<file path="src/design/scra_regs.vh">
// Purpose: constants of the serial register access block
// Assumes: included by bare name from the design files
// Notes: definitions only
//
// Behaviour
// RL1: sixteen-bit registers, one bit per falling edge
// RL2: words shift most significant bit first
// RL3: new value applied on following rising edge
// RL4: control word needs one write only
// RL5: host writes pointer, then data word
// RL6: read-out request applies control word at bit sixteen
// RL7: read-back on first output next read
// RL8: host waits forty cycles between accesses
// RL9: control word resets to zero
// RL10: fixed control word field layout
// RL11: differential mode uses upper select bit only
// RL12: pseudo-differential uses both select bits
// RL13: update scope limits applied control fields
// RL14: host never writes reserved scope code
// RL15: reference writes and read-back by pointer
// RL16: reference reset value, converter A lost
// RL17: channel tag precedes data unless disabled
// RL18: bits after sixteenth are ignored
`ifndef SCRA_REGS_VH
`define SCRA_REGS_VH

`define SCRA_WORD_W 16
`define SCRA_WORD_BITS 6'h10
`define SCRA_ACCESS_LEN 6'h28
`define SCRA_CNT_ZERO 6'h00
`define SCRA_CNT_ONE 6'h01
`define SCRA_TX_W 20
`define SCRA_TX_BITS 5'h14

// control word fields
`define SCRA_CHAN_HI 15
`define SCRA_CHAN_LO 14
`define SCRA_SCOPE_HI 13
`define SCRA_SCOPE_LO 12
`define SCRA_PWR_HI 11
`define SCRA_PWR_LO 10
`define SCRA_BUF_EN 9
`define SCRA_SPEC_RD 8
`define SCRA_FULL_CLK 7
`define SCRA_PSEUDO 6
`define SCRA_TAG_DIS 5
`define SCRA_PTR_HI 3
`define SCRA_PTR_LO 0

// update scope codes
`define SCRA_SCOPE_SEL0 2'h0
`define SCRA_SCOPE_ALL 2'h1
`define SCRA_SCOPE_TEST 2'h2
`define SCRA_SCOPE_SEL3 2'h3

// pointer codes (low three bits for reference writes)
`define SCRA_PTR_REFA_WR 3'h2
`define SCRA_PTR_REFB_WR 3'h5
`define SCRA_PTR_REFA_RD 4'h3
`define SCRA_PTR_REFB_RD 4'h6
`define SCRA_PTR_SEQ_WR 4'h4
`define SCRA_PTR_REFSEL_WR 4'h7
`define SCRA_PTR_SEQ_RD 4'h8
`define SCRA_PTR_REFSEL_RD 4'h9

// reference word fields
`define SCRA_REF_OFF 10
`define SCRA_REF_LVL_HI 9

// reset values
`define SCRA_CTRL_RST 16'h0000
`define SCRA_REF_RST 16'h07ff
`define SCRA_SEQ_RST 16'h0000
`define SCRA_REFSEL_RST 16'h0000

// write target codes
`define SCRA_TGT_NONE 3'h0
`define SCRA_TGT_REFA 3'h1
`define SCRA_TGT_REFB 3'h2
`define SCRA_TGT_SEQ 3'h3
`define SCRA_TGT_REFSEL 3'h4

`endif

</file>
<file path="src/design/scra_shift.v">
// Purpose: serial input deserialiser and access cycle counter
// Assumes: sampleEn marks a falling edge of the converter clock
// Notes: counts forty cycles per access
`timescale 1ns/1ps
`default_nettype none
`include "scra_regs.vh"
module scra_shift (
  // clock and reset
  input wire clock,
  input wire rst_n,
  // serial side
  input wire sampleEn,
  input wire readStrobe,
  input wire serialBit,
  // word side
  output reg [`SCRA_WORD_W-1:0] word_reg,
  output reg wordDone_reg,
  output reg accessStart_reg,
  output wire accessBusy
);

reg [5:0] cnt_reg;

assign accessBusy = (cnt_reg != `SCRA_CNT_ZERO);

always @(posedge clock or negedge rst_n)
begin
  if (!rst_n)
  begin
    cnt_reg <= `SCRA_CNT_ZERO;
    word_reg <= `SCRA_CTRL_RST;
    wordDone_reg <= 1'b0;
    accessStart_reg <= 1'b0;
  end
  else
  begin
    wordDone_reg <= 1'b0;
    accessStart_reg <= 1'b0;
    if (sampleEn)
    begin
      if (cnt_reg == `SCRA_CNT_ZERO)
      begin
        if (readStrobe)
        begin
          cnt_reg <= `SCRA_CNT_ONE;
          accessStart_reg <= 1'b1;
          word_reg <= {word_reg[`SCRA_WORD_W-2:0], serialBit}; // RL2
        end
      end
      else
      begin
        if (cnt_reg < `SCRA_WORD_BITS)
        begin
          word_reg <= {word_reg[`SCRA_WORD_W-2:0], serialBit}; // RL1
          if (cnt_reg == `SCRA_WORD_BITS - `SCRA_CNT_ONE)
            wordDone_reg <= 1'b1;
        end
        // later bits fall through unsampled
        if (cnt_reg == `SCRA_ACCESS_LEN - `SCRA_CNT_ONE) // RL18
          cnt_reg <= `SCRA_CNT_ZERO;
        else
          cnt_reg <= cnt_reg + `SCRA_CNT_ONE;
      end
    end
  end
end

endmodule
`default_nettype wire

</file>
<file path="src/design/scra_top.v">
// Purpose: serial register bank of a dual sampling converter
// Assumes: converter clock and strobes are synchronous inputs, oversampled
// Notes: bits sampled on falling, applied and shifted on rising edges
`timescale 1ns/1ps
`default_nettype none
`include "scra_regs.vh"
module scra_top (
  // clock and reset
  input wire clock,
  input wire rst_n,
  // converter serial link
  input wire convClock,
  input wire readStrobe,
  input wire serialInLine,
  input wire modeSelectLow,
  input wire bufferBusy,
  output reg firstSerialOut_reg,
  output reg firstOutEnable_n_reg,
  // register contents
  output reg [`SCRA_WORD_W-1:0] controlWord_reg,
  output reg [`SCRA_WORD_W-1:0] referenceLevelA_reg,
  output reg [`SCRA_WORD_W-1:0] referenceLevelB_reg,
  output reg [`SCRA_WORD_W-1:0] seqBufferSetup_reg,
  output reg [`SCRA_WORD_W-1:0] refSourceSelect_reg,
  // decoded state
  output reg [1:0] inputSelect_reg,
  output reg convALost_reg
);

reg clkPrev_reg;
reg applyPending_reg;
reg [2:0] target_reg;
reg readPending_reg;
reg readIsRef_reg;
reg [`SCRA_WORD_W-1:0] readWord_reg;
reg txArmed_reg;
reg [`SCRA_TX_W-1:0] tx_reg;
reg [4:0] txCnt_reg;
reg [`SCRA_WORD_W-1:0] ctrlNext;
wire fallEdge;
wire riseEdge;
wire [`SCRA_WORD_W-1:0] inWord;
wire wordDone;
wire accessStart;
wire [1:0] scope;
wire [3:0] ptr;

////////////////////////////////////////////////////////////////////////////////
// edge detect and control field taps
assign fallEdge = clkPrev_reg & ~convClock;
assign riseEdge = ~clkPrev_reg & convClock;
assign scope = inWord[`SCRA_SCOPE_HI:`SCRA_SCOPE_LO]; // RL10
assign ptr = inWord[`SCRA_PTR_HI:`SCRA_PTR_LO]; // RL10

////////////////////////////////////////////////////////////////////////////////
// deserialiser and access counter

scra_shift uShift (
  .clock(clock),
  .rst_n(rst_n),
  .sampleEn(fallEdge),
  .readStrobe(readStrobe),
  .serialBit(serialInLine),
  .word_reg(inWord),
  .wordDone_reg(wordDone),
  .accessStart_reg(accessStart),
  .accessBusy()
);

////////////////////////////////////////////////////////////////////////////////
// control word next value by update scope
always @*
begin
  ctrlNext = controlWord_reg;
  case (scope)
    `SCRA_SCOPE_ALL: ctrlNext = inWord; // RL13
    `SCRA_SCOPE_SEL0,
    `SCRA_SCOPE_SEL3:
    begin
      if (!modeSelectLow) // RL13
        ctrlNext[`SCRA_CHAN_HI:`SCRA_CHAN_LO] = inWord[`SCRA_CHAN_HI:`SCRA_CHAN_LO];
    end
    default: ctrlNext = controlWord_reg; // RL14
  endcase
end

////////////////////////////////////////////////////////////////////////////////
// register update
always @(posedge clock or negedge rst_n)
begin
  if (!rst_n)
  begin
    clkPrev_reg <= 1'b1;
    applyPending_reg <= 1'b0;
    target_reg <= `SCRA_TGT_NONE;
    readPending_reg <= 1'b0;
    readIsRef_reg <= 1'b0;
    readWord_reg <= `SCRA_CTRL_RST;
    controlWord_reg <= `SCRA_CTRL_RST; // RL9
    referenceLevelA_reg <= `SCRA_REF_RST; // RL16
    referenceLevelB_reg <= `SCRA_REF_RST; // RL16
    seqBufferSetup_reg <= `SCRA_SEQ_RST;
    refSourceSelect_reg <= `SCRA_REFSEL_RST;
  end
  else
  begin
    clkPrev_reg <= convClock;
    if (wordDone)
      applyPending_reg <= 1'b1;
    if (txArmed_reg)
      readPending_reg <= 1'b0;
    if (applyPending_reg && riseEdge) // RL3
    begin
      applyPending_reg <= 1'b0;
      if (target_reg != `SCRA_TGT_NONE) // RL5
      begin
        target_reg <= `SCRA_TGT_NONE;
        case (target_reg)
          `SCRA_TGT_REFA: referenceLevelA_reg <= {5'h00, inWord[`SCRA_REF_OFF:0]}; // RL15
          `SCRA_TGT_REFB: referenceLevelB_reg <= {5'h00, inWord[`SCRA_REF_OFF:0]}; // RL15
          `SCRA_TGT_SEQ: seqBufferSetup_reg <= inWord;
          `SCRA_TGT_REFSEL: refSourceSelect_reg <= inWord;
          default: target_reg <= `SCRA_TGT_NONE;
        endcase
      end
      else
      begin
        controlWord_reg <= ctrlNext; // RL4
        if (scope == `SCRA_SCOPE_ALL) // RL6
        begin
          if (ptr[2:0] == `SCRA_PTR_REFA_WR)
            target_reg <= `SCRA_TGT_REFA;
          else if (ptr[2:0] == `SCRA_PTR_REFB_WR)
            target_reg <= `SCRA_TGT_REFB;
          else if (ptr == `SCRA_PTR_SEQ_WR)
            target_reg <= `SCRA_TGT_SEQ;
          else if (ptr == `SCRA_PTR_REFSEL_WR)
            target_reg <= `SCRA_TGT_REFSEL;
          readIsRef_reg <= (ptr == `SCRA_PTR_REFA_RD) || (ptr == `SCRA_PTR_REFB_RD);
          case (ptr)
            `SCRA_PTR_REFA_RD:
            begin
              readPending_reg <= 1'b1; // RL7
              readWord_reg <= referenceLevelA_reg;
            end
            `SCRA_PTR_REFB_RD:
            begin
              readPending_reg <= 1'b1;
              readWord_reg <= referenceLevelB_reg;
            end
            `SCRA_PTR_SEQ_RD:
            begin
              readPending_reg <= 1'b1;
              readWord_reg <= seqBufferSetup_reg;
            end
            `SCRA_PTR_REFSEL_RD:
            begin
              readPending_reg <= 1'b1;
              readWord_reg <= refSourceSelect_reg;
            end
            default: readWord_reg <= readWord_reg;
          endcase
        end
      end
    end
  end
end

////////////////////////////////////////////////////////////////////////////////
// read-back on the first serial output
always @(posedge clock or negedge rst_n)
begin
  if (!rst_n)
  begin
    txArmed_reg <= 1'b0;
    tx_reg <= {`SCRA_TX_W{1'b0}};
    txCnt_reg <= 5'h00;
    firstSerialOut_reg <= 1'b0;
    firstOutEnable_n_reg <= 1'b1;
    convALost_reg <= 1'b0;
    inputSelect_reg <= 2'h0;
  end
  else
  begin
    if (controlWord_reg[`SCRA_PSEUDO]) // RL12
      inputSelect_reg <= controlWord_reg[`SCRA_CHAN_HI:`SCRA_CHAN_LO];
    else // RL11
      inputSelect_reg <= {1'b0, controlWord_reg[`SCRA_CHAN_HI]};
    if (accessStart && readPending_reg && !txArmed_reg)
    begin
      txArmed_reg <= 1'b1;
      convALost_reg <= readIsRef_reg; // RL16
      if (controlWord_reg[`SCRA_TAG_DIS]) // RL17
        tx_reg <= {readWord_reg, 4'h0};
      else // RL17
        tx_reg <= {inputSelect_reg, readWord_reg, 2'h0};
    end
    if (txArmed_reg && !bufferBusy && txCnt_reg == 5'h00) // RL7
    begin
      txArmed_reg <= 1'b0;
      txCnt_reg <= `SCRA_TX_BITS;
    end
    if (txCnt_reg != 5'h00 && riseEdge)
    begin
      firstSerialOut_reg <= tx_reg[`SCRA_TX_W-1]; // RL2
      firstOutEnable_n_reg <= 1'b0;
      tx_reg <= {tx_reg[`SCRA_TX_W-2:0], 1'b0};
      txCnt_reg <= txCnt_reg - 5'h01;
    end
    else if (txCnt_reg == 5'h00 && !txArmed_reg && riseEdge)
    begin
      firstSerialOut_reg <= 1'b0;
      firstOutEnable_n_reg <= 1'b1;
      convALost_reg <= 1'b0;
    end
  end
end

endmodule
`default_nettype wire

</file>
<file path="config.mk">
export PLATFORM = sky130hd
export DESIGN_NAME = scra_top
export DESIGN_NICKNAME = d
export VERILOG_FILES = /design/src/design/scra_shift.v /design/src/design/scra_top.v
export VERILOG_INCLUDE_DIRS = /design/src /design/src/design
export SDC_FILE = /design/constraint.sdc
export NUM_CORES = 1
export LEC_CHECK = 0
export ABC_CLOCK_PERIOD_IN_PS = 5540
export CAP_MARGIN = 15
export CORE_UTILIZATION = 42
export CTS_BUF_LIST = sky130_fd_sc_hd__clkbuf_16
export DETAILED_ROUTE_END_ITERATION = 6
export DONT_BUFFER_PORTS = 1
export GPL_ROUTABILITY_DRIVEN = 0
export PLACE_DENSITY = 0.6
export SYNTH_ARGS = -nofsm -noshare
export SYNTH_HDL_FRONTEND = slang
export SYNTH_SLANG_ARGS = --single-unit
</file>
<file path="constraint.sdc">
create_clock -name clock -period 5.54 [get_ports clock]
set_clock_uncertainty 0.15 [all_clocks]
set_input_delay 1.108 -clock clock [delete_from_list [all_inputs] [get_ports clock]]
set_output_delay 1.108 -clock clock [all_outputs]
set_load 0.02 [all_outputs]
</file>
### Word level (Yosys, flattened, before mapping)

Cells that the tools add are included.
Widths: inputs -> output; s select.

* bitwise gates (word level): 5
* mux-type cells: 44
* eq/ne operators: 18
* add/sub/neg operators: 2
* magnitude comparators: 1
* reduce and logical (&&, ||, !) cells: 38

Operator list (number)
* $pmux 16 s4: 1
* $mux 20: 3
* $mux 16: 3
* $mux 1: 23
* $reduce_and 3->1: 7
* $mux 3: 6
* $mux 6: 3
* $reduce_bool 2->1: 8
* $eq 4x3->1 const B: 3
* $mux 5: 2
* $reduce_bool 5->1: 2
* $eq 3x2->1 const B: 3
* $eq 4x4->1 const B: 2
* $logic_and 1x1->1: 8
* $reduce_and 4->1: 2
* $add 6x1->6 const B: 1
* $eq 3x3->1 const B: 2
* $eq 6x4->1 const B: 1
* $eq 6x6->1 const B: 1
* $logic_not 6->1: 1
* $lt 6x5->1 const B: 1
* $logic_not 5->1: 1
* $sub 5x1->5 const B: 1
* $eq 4x2->1 const B: 1
* 16 further kinds: 22

* register bits: 148
* output and inout port bits: 85
* word-level logic and storage cells: 131

### Depth between registers and ports, before layout

* depth in word-level cells: 7
* gate-level depth with buffers: 7
* gate-level depth less buffers: 6

### By module

A second synthesis with hierarchy kept.

* cells, all modules: 546
* area total of the unflattened synthesis: 6663.9 um^2

Modules (own cells, without submodules)
* scra_top: area an instance 5569.1 um^2, times used 1, sequential area each 3083.0 um^2, cells an instance 473
* scra_shift: area an instance 1094.8 um^2, times used 1, sequential area each 600.6 um^2, cells an instance 73

### Least setup slack after synthesis

OpenSTA, ideal clock, no wires.

* path kind: input-to-reg
* from: in convClock
* to: reg readWord_reg[10]
* data arrival time: 2.342 ns
* stages: 6
* slack: 2.924 ns
* buffers on the path: 2
* cell sequence: and4bb_2 > and3_1 > buf_2 > o21a_1 > buf_4 > mux2_2

* word-level cells in the longest chain between the ends: 3

RTL lines
* from (decl): line scra_top.v:12 `input wire convClock,`
* $and 1x1->1: line scra_top.v:51 `assign riseEdge = ~clkPrev_reg & convClock;`
* $logic_and 1x1->1: line scra_top.v:112 `if (applyPending_reg && riseEdge)`
* $reduce_and 4->1 (no line)
* to (signal assigned): line scra_top.v:98 `` readWord_reg <= `SCRA_CTRL_RST; ``
* to (signal assigned): line scra_top.v:144 `readWord_reg <= referenceLevelA_reg;`
* to (signal assigned): line scra_top.v:149 `readWord_reg <= referenceLevelB_reg;`
* to (decl): line scra_top.v:35 `` reg [`SCRA_WORD_W-1:0] readWord_reg; ``

No other way between the ends.
A chain may end at the register's enable or synchronous reset.

### Worst setup path in the final report

* from: in convClock
* to: reg readWord_reg[2]

The elaborated chain is that of the path after synthesis.

==> impl_metrics.ini <==
[pwr]
power_frac_comb_pct = 15.4
power.net_switching_mw = 0.937
peakVddDrop_mv = 0.243
clock_power_share_pct = 40.3
p_seq_share_pct = 44.4
pwr_density_cell_mw_per_mm2 = 450
p_leak_nw = 3.36
p_sw_share_pct = 28.3
internal_power_mw = 2.37

[detailed_routing]
drc = 0
vias = 4041
firstDrtPassIters = 4
routed_wl_mm = 14.2
drtIter0Drc = 212
final_antenna_net_count = 0
wl_per_cell_um = 18.5
via_per_inst = 5.28

[place]
place_area_mm2 = 0.00666
dp_hpwl_mm = 9.30
place.port_buffers = 0

[global_routing]
grtUsageTotal_pct = 19.0
grt_pass1_wl_mm = 23.1
antenna_found_initial = 0
grt_max_degree = 147
grt_pass1_vias = 4096
grt-ovfl-total = 0

[cts]
clk_path_buf_depth = 2
insertion_delay_ns = 0.42
numClockSinks = 146
htreeDepth = 4
cts-hold-fix-buffers = 0
clkSlewWorstSetupHoldPaths_ns = 0.06
cts_root_buffer = clkbuf_16
cts.repair.resized = 0
tritoncts = done
numCtsBuffers = 17
post_cts_buffers = 0

[critical_path]
path_cells = and4bb_2 -> and3_1 -> o21a_1 -> mux2_2
max_stage_delay_ns = 0.69
crit_type = in -> reg
crit_slowest_cell = and3_1
crit_path_end_kind = register
arrival_ns = 3.00
start_kind = primary input
worst_ep_required_time_ns = 5.69
r2r_cells = 4
crit_fanout = 19

[finish]
layout_common_cells = dfrtp_1, nand2_1, mux2_2, o21ai_0, mux2i_1
utilization_pct = 48.2
nets = 552
final_area_mm2 = 0.00736
largest_reg_flops = 18
syn2layout_area_growth_pct = 11.8
post_route_cells_drive_above_1_share_pct = 26.9
layout_commonest_cell = dfrtp_1
num_antenna_cells = 0

[timing]
holdWs_ns = 0.226
post-route-period-util_pct = 51.4
drv_slew = 0
rsz0062_at_grt = false
timing.setup.tns_ns = 0
hold_violations = 0
setup_viol = 0
max-slew-margin-rel_pct = 25.5
fin_crit_ns = 2.85
tightestPinTransition_ns = 1.12
fmax_mhz = 351

[floorplanning]
die_h_um = 127
initial_utilization_pct = 43.1
num_rows = 45
die-area_mm2 = 0.0162
io_pins = 92
die_w_um = 127
core_mm2 = 0.0153

[yosys]
ys_top_cells_by_area = dfrtp_1, mux2_2, dfstp_2, nand2_1, mux2i_1
ys_seq_area_share_pct = 56.0
synth-seq-cells = 146
synth_top_area_share_pct = 46.4
synth_cell_types = 53
synth_edf_count = 0
avgSynthCellArea_um2 = 12.0
synth.yosys.warnings = 0
synth_area_mm2 = 0.00658
synthCells = 549
yosysTopAreaCell = dfrtp_1
ys_async_sr_fraction_pct = 100
ys.flop_type = dfrtp_1

[job]
cap_violations = 0

[min_path]
worstHoldPathType = in -> async

[run_status]
run_status = finished clean
[path summary, 6_finish.rpt]
path	from	slack (ns)	end
worst min register to register	uShift.wordDone_reg$_DFF_PN0_	0.32	applyPending_reg$_DFFE_PN0P_
worst min-delay path	rst_n	0.23	controlWord_reg[9]$_DFFE_PN0P_
worst max register to register	target_reg[2]$_DFFE_PN0P_	2.88	readWord_reg[2]$_DFFE_PN0P_
max in group asynchronous	rst_n	4.70	referenceLevelA_reg[1]$_DFFE_PN1P_
worst max-delay path	convClock	2.69	readWord_reg[2]$_DFFE_PN0P_
min in group clock	uShift.wordDone_reg$_DFF_PN0_	0.32	applyPending_reg$_DFFE_PN0P_
[Yosys cell counts, types with 5 or more instances]
master / n
dfrtp_1: 122
nand2_1: 90
mux2_2: 69
o21ai_0: 43
mux2i_1: 33
dfstp_2: 24
nor2_1: 21
clkbuf_1: 16
a221o_1: 11
buf_4: 11
mux2_4: 10
buf_2: 8
inv_1: 7
nand3_1: 6
nand2b_1: 5
nand3b_1: 5
o2bb2ai_1: 5
[per-stage QoR]
step | worst slack [ns] | cells | power, mW
after floorplan | 2.92 | 558 | 1.86
after global placement | 2.36 | 732 | 1.97
after detailed placement | 2.26 | 732 | 1.99
after CTS | 2.71 | 764 | 3.33
after global routing | 2.57 | 765 | 3.48
final | 2.69 | 765 | 3.31
[cell families (layout without fill, tap and decap cells)]
| group | count (synthesis) | count (layout) | synth area share [%] |
|---|---|---|---|
| multiplexers | 112 | 112 | 19.1 |
| flip-flops | 146 | 146 | 56.0 |
| AO/OA/AOI/OAI | 82 | 82 | 8.44 |
| buffers and inverters | 46 | 42 | 4.01 |
| AND/OR/NAND/NOR | 155 | 155 | 11.3 |
| adder cells (fa/ha/maj) | 4 | 4 | 0.760 |
| other | 1 | 10 | 0.0570 |
| XOR/XNOR | 3 | 3 | 0.399 |
[power groups by stage]
stage / combinational, mW / sequential [mW] / clock [mW]
detailed placement: 0.507 / 1.48 / 0
finish: 0.508 / 1.47 / 1.33
CTS: 0.510 / 1.47 / 1.35
global route: 0.567 / 1.51 / 1.40
global placement: 0.494 / 1.47 / 0
floorplan: 0.479 / 1.38 / 0
[worst max-delay path: cells and delay by family]
| family | cells | cell delay, ns |
|---|---|---|
| compound gates | 1 | 0.52 |
| mux | 1 | 0.40 |
| simple gates | 2 | 0.98 |
[per-layer routing]
metal  track usage, %  wire [um]  vias to the layer above
met5                0          0                        -
met4             6.09        178                        0
met3             7.29       1040                       16
met2             30.1       6680                      112
met1             24.0       6280                     2005
li1                 -          -                     1908
[layout make-up]
cell class	instances	area, um2
clock buffers	17	425
clock inverters	15	262
fillers	1337	7900
inverters	7	26.3
multi-input cells	366	2670
flip-flops and latches	146	3680
well taps	211	264
repair buffers	3	30.0
Power figures use the tool's default switching activity.
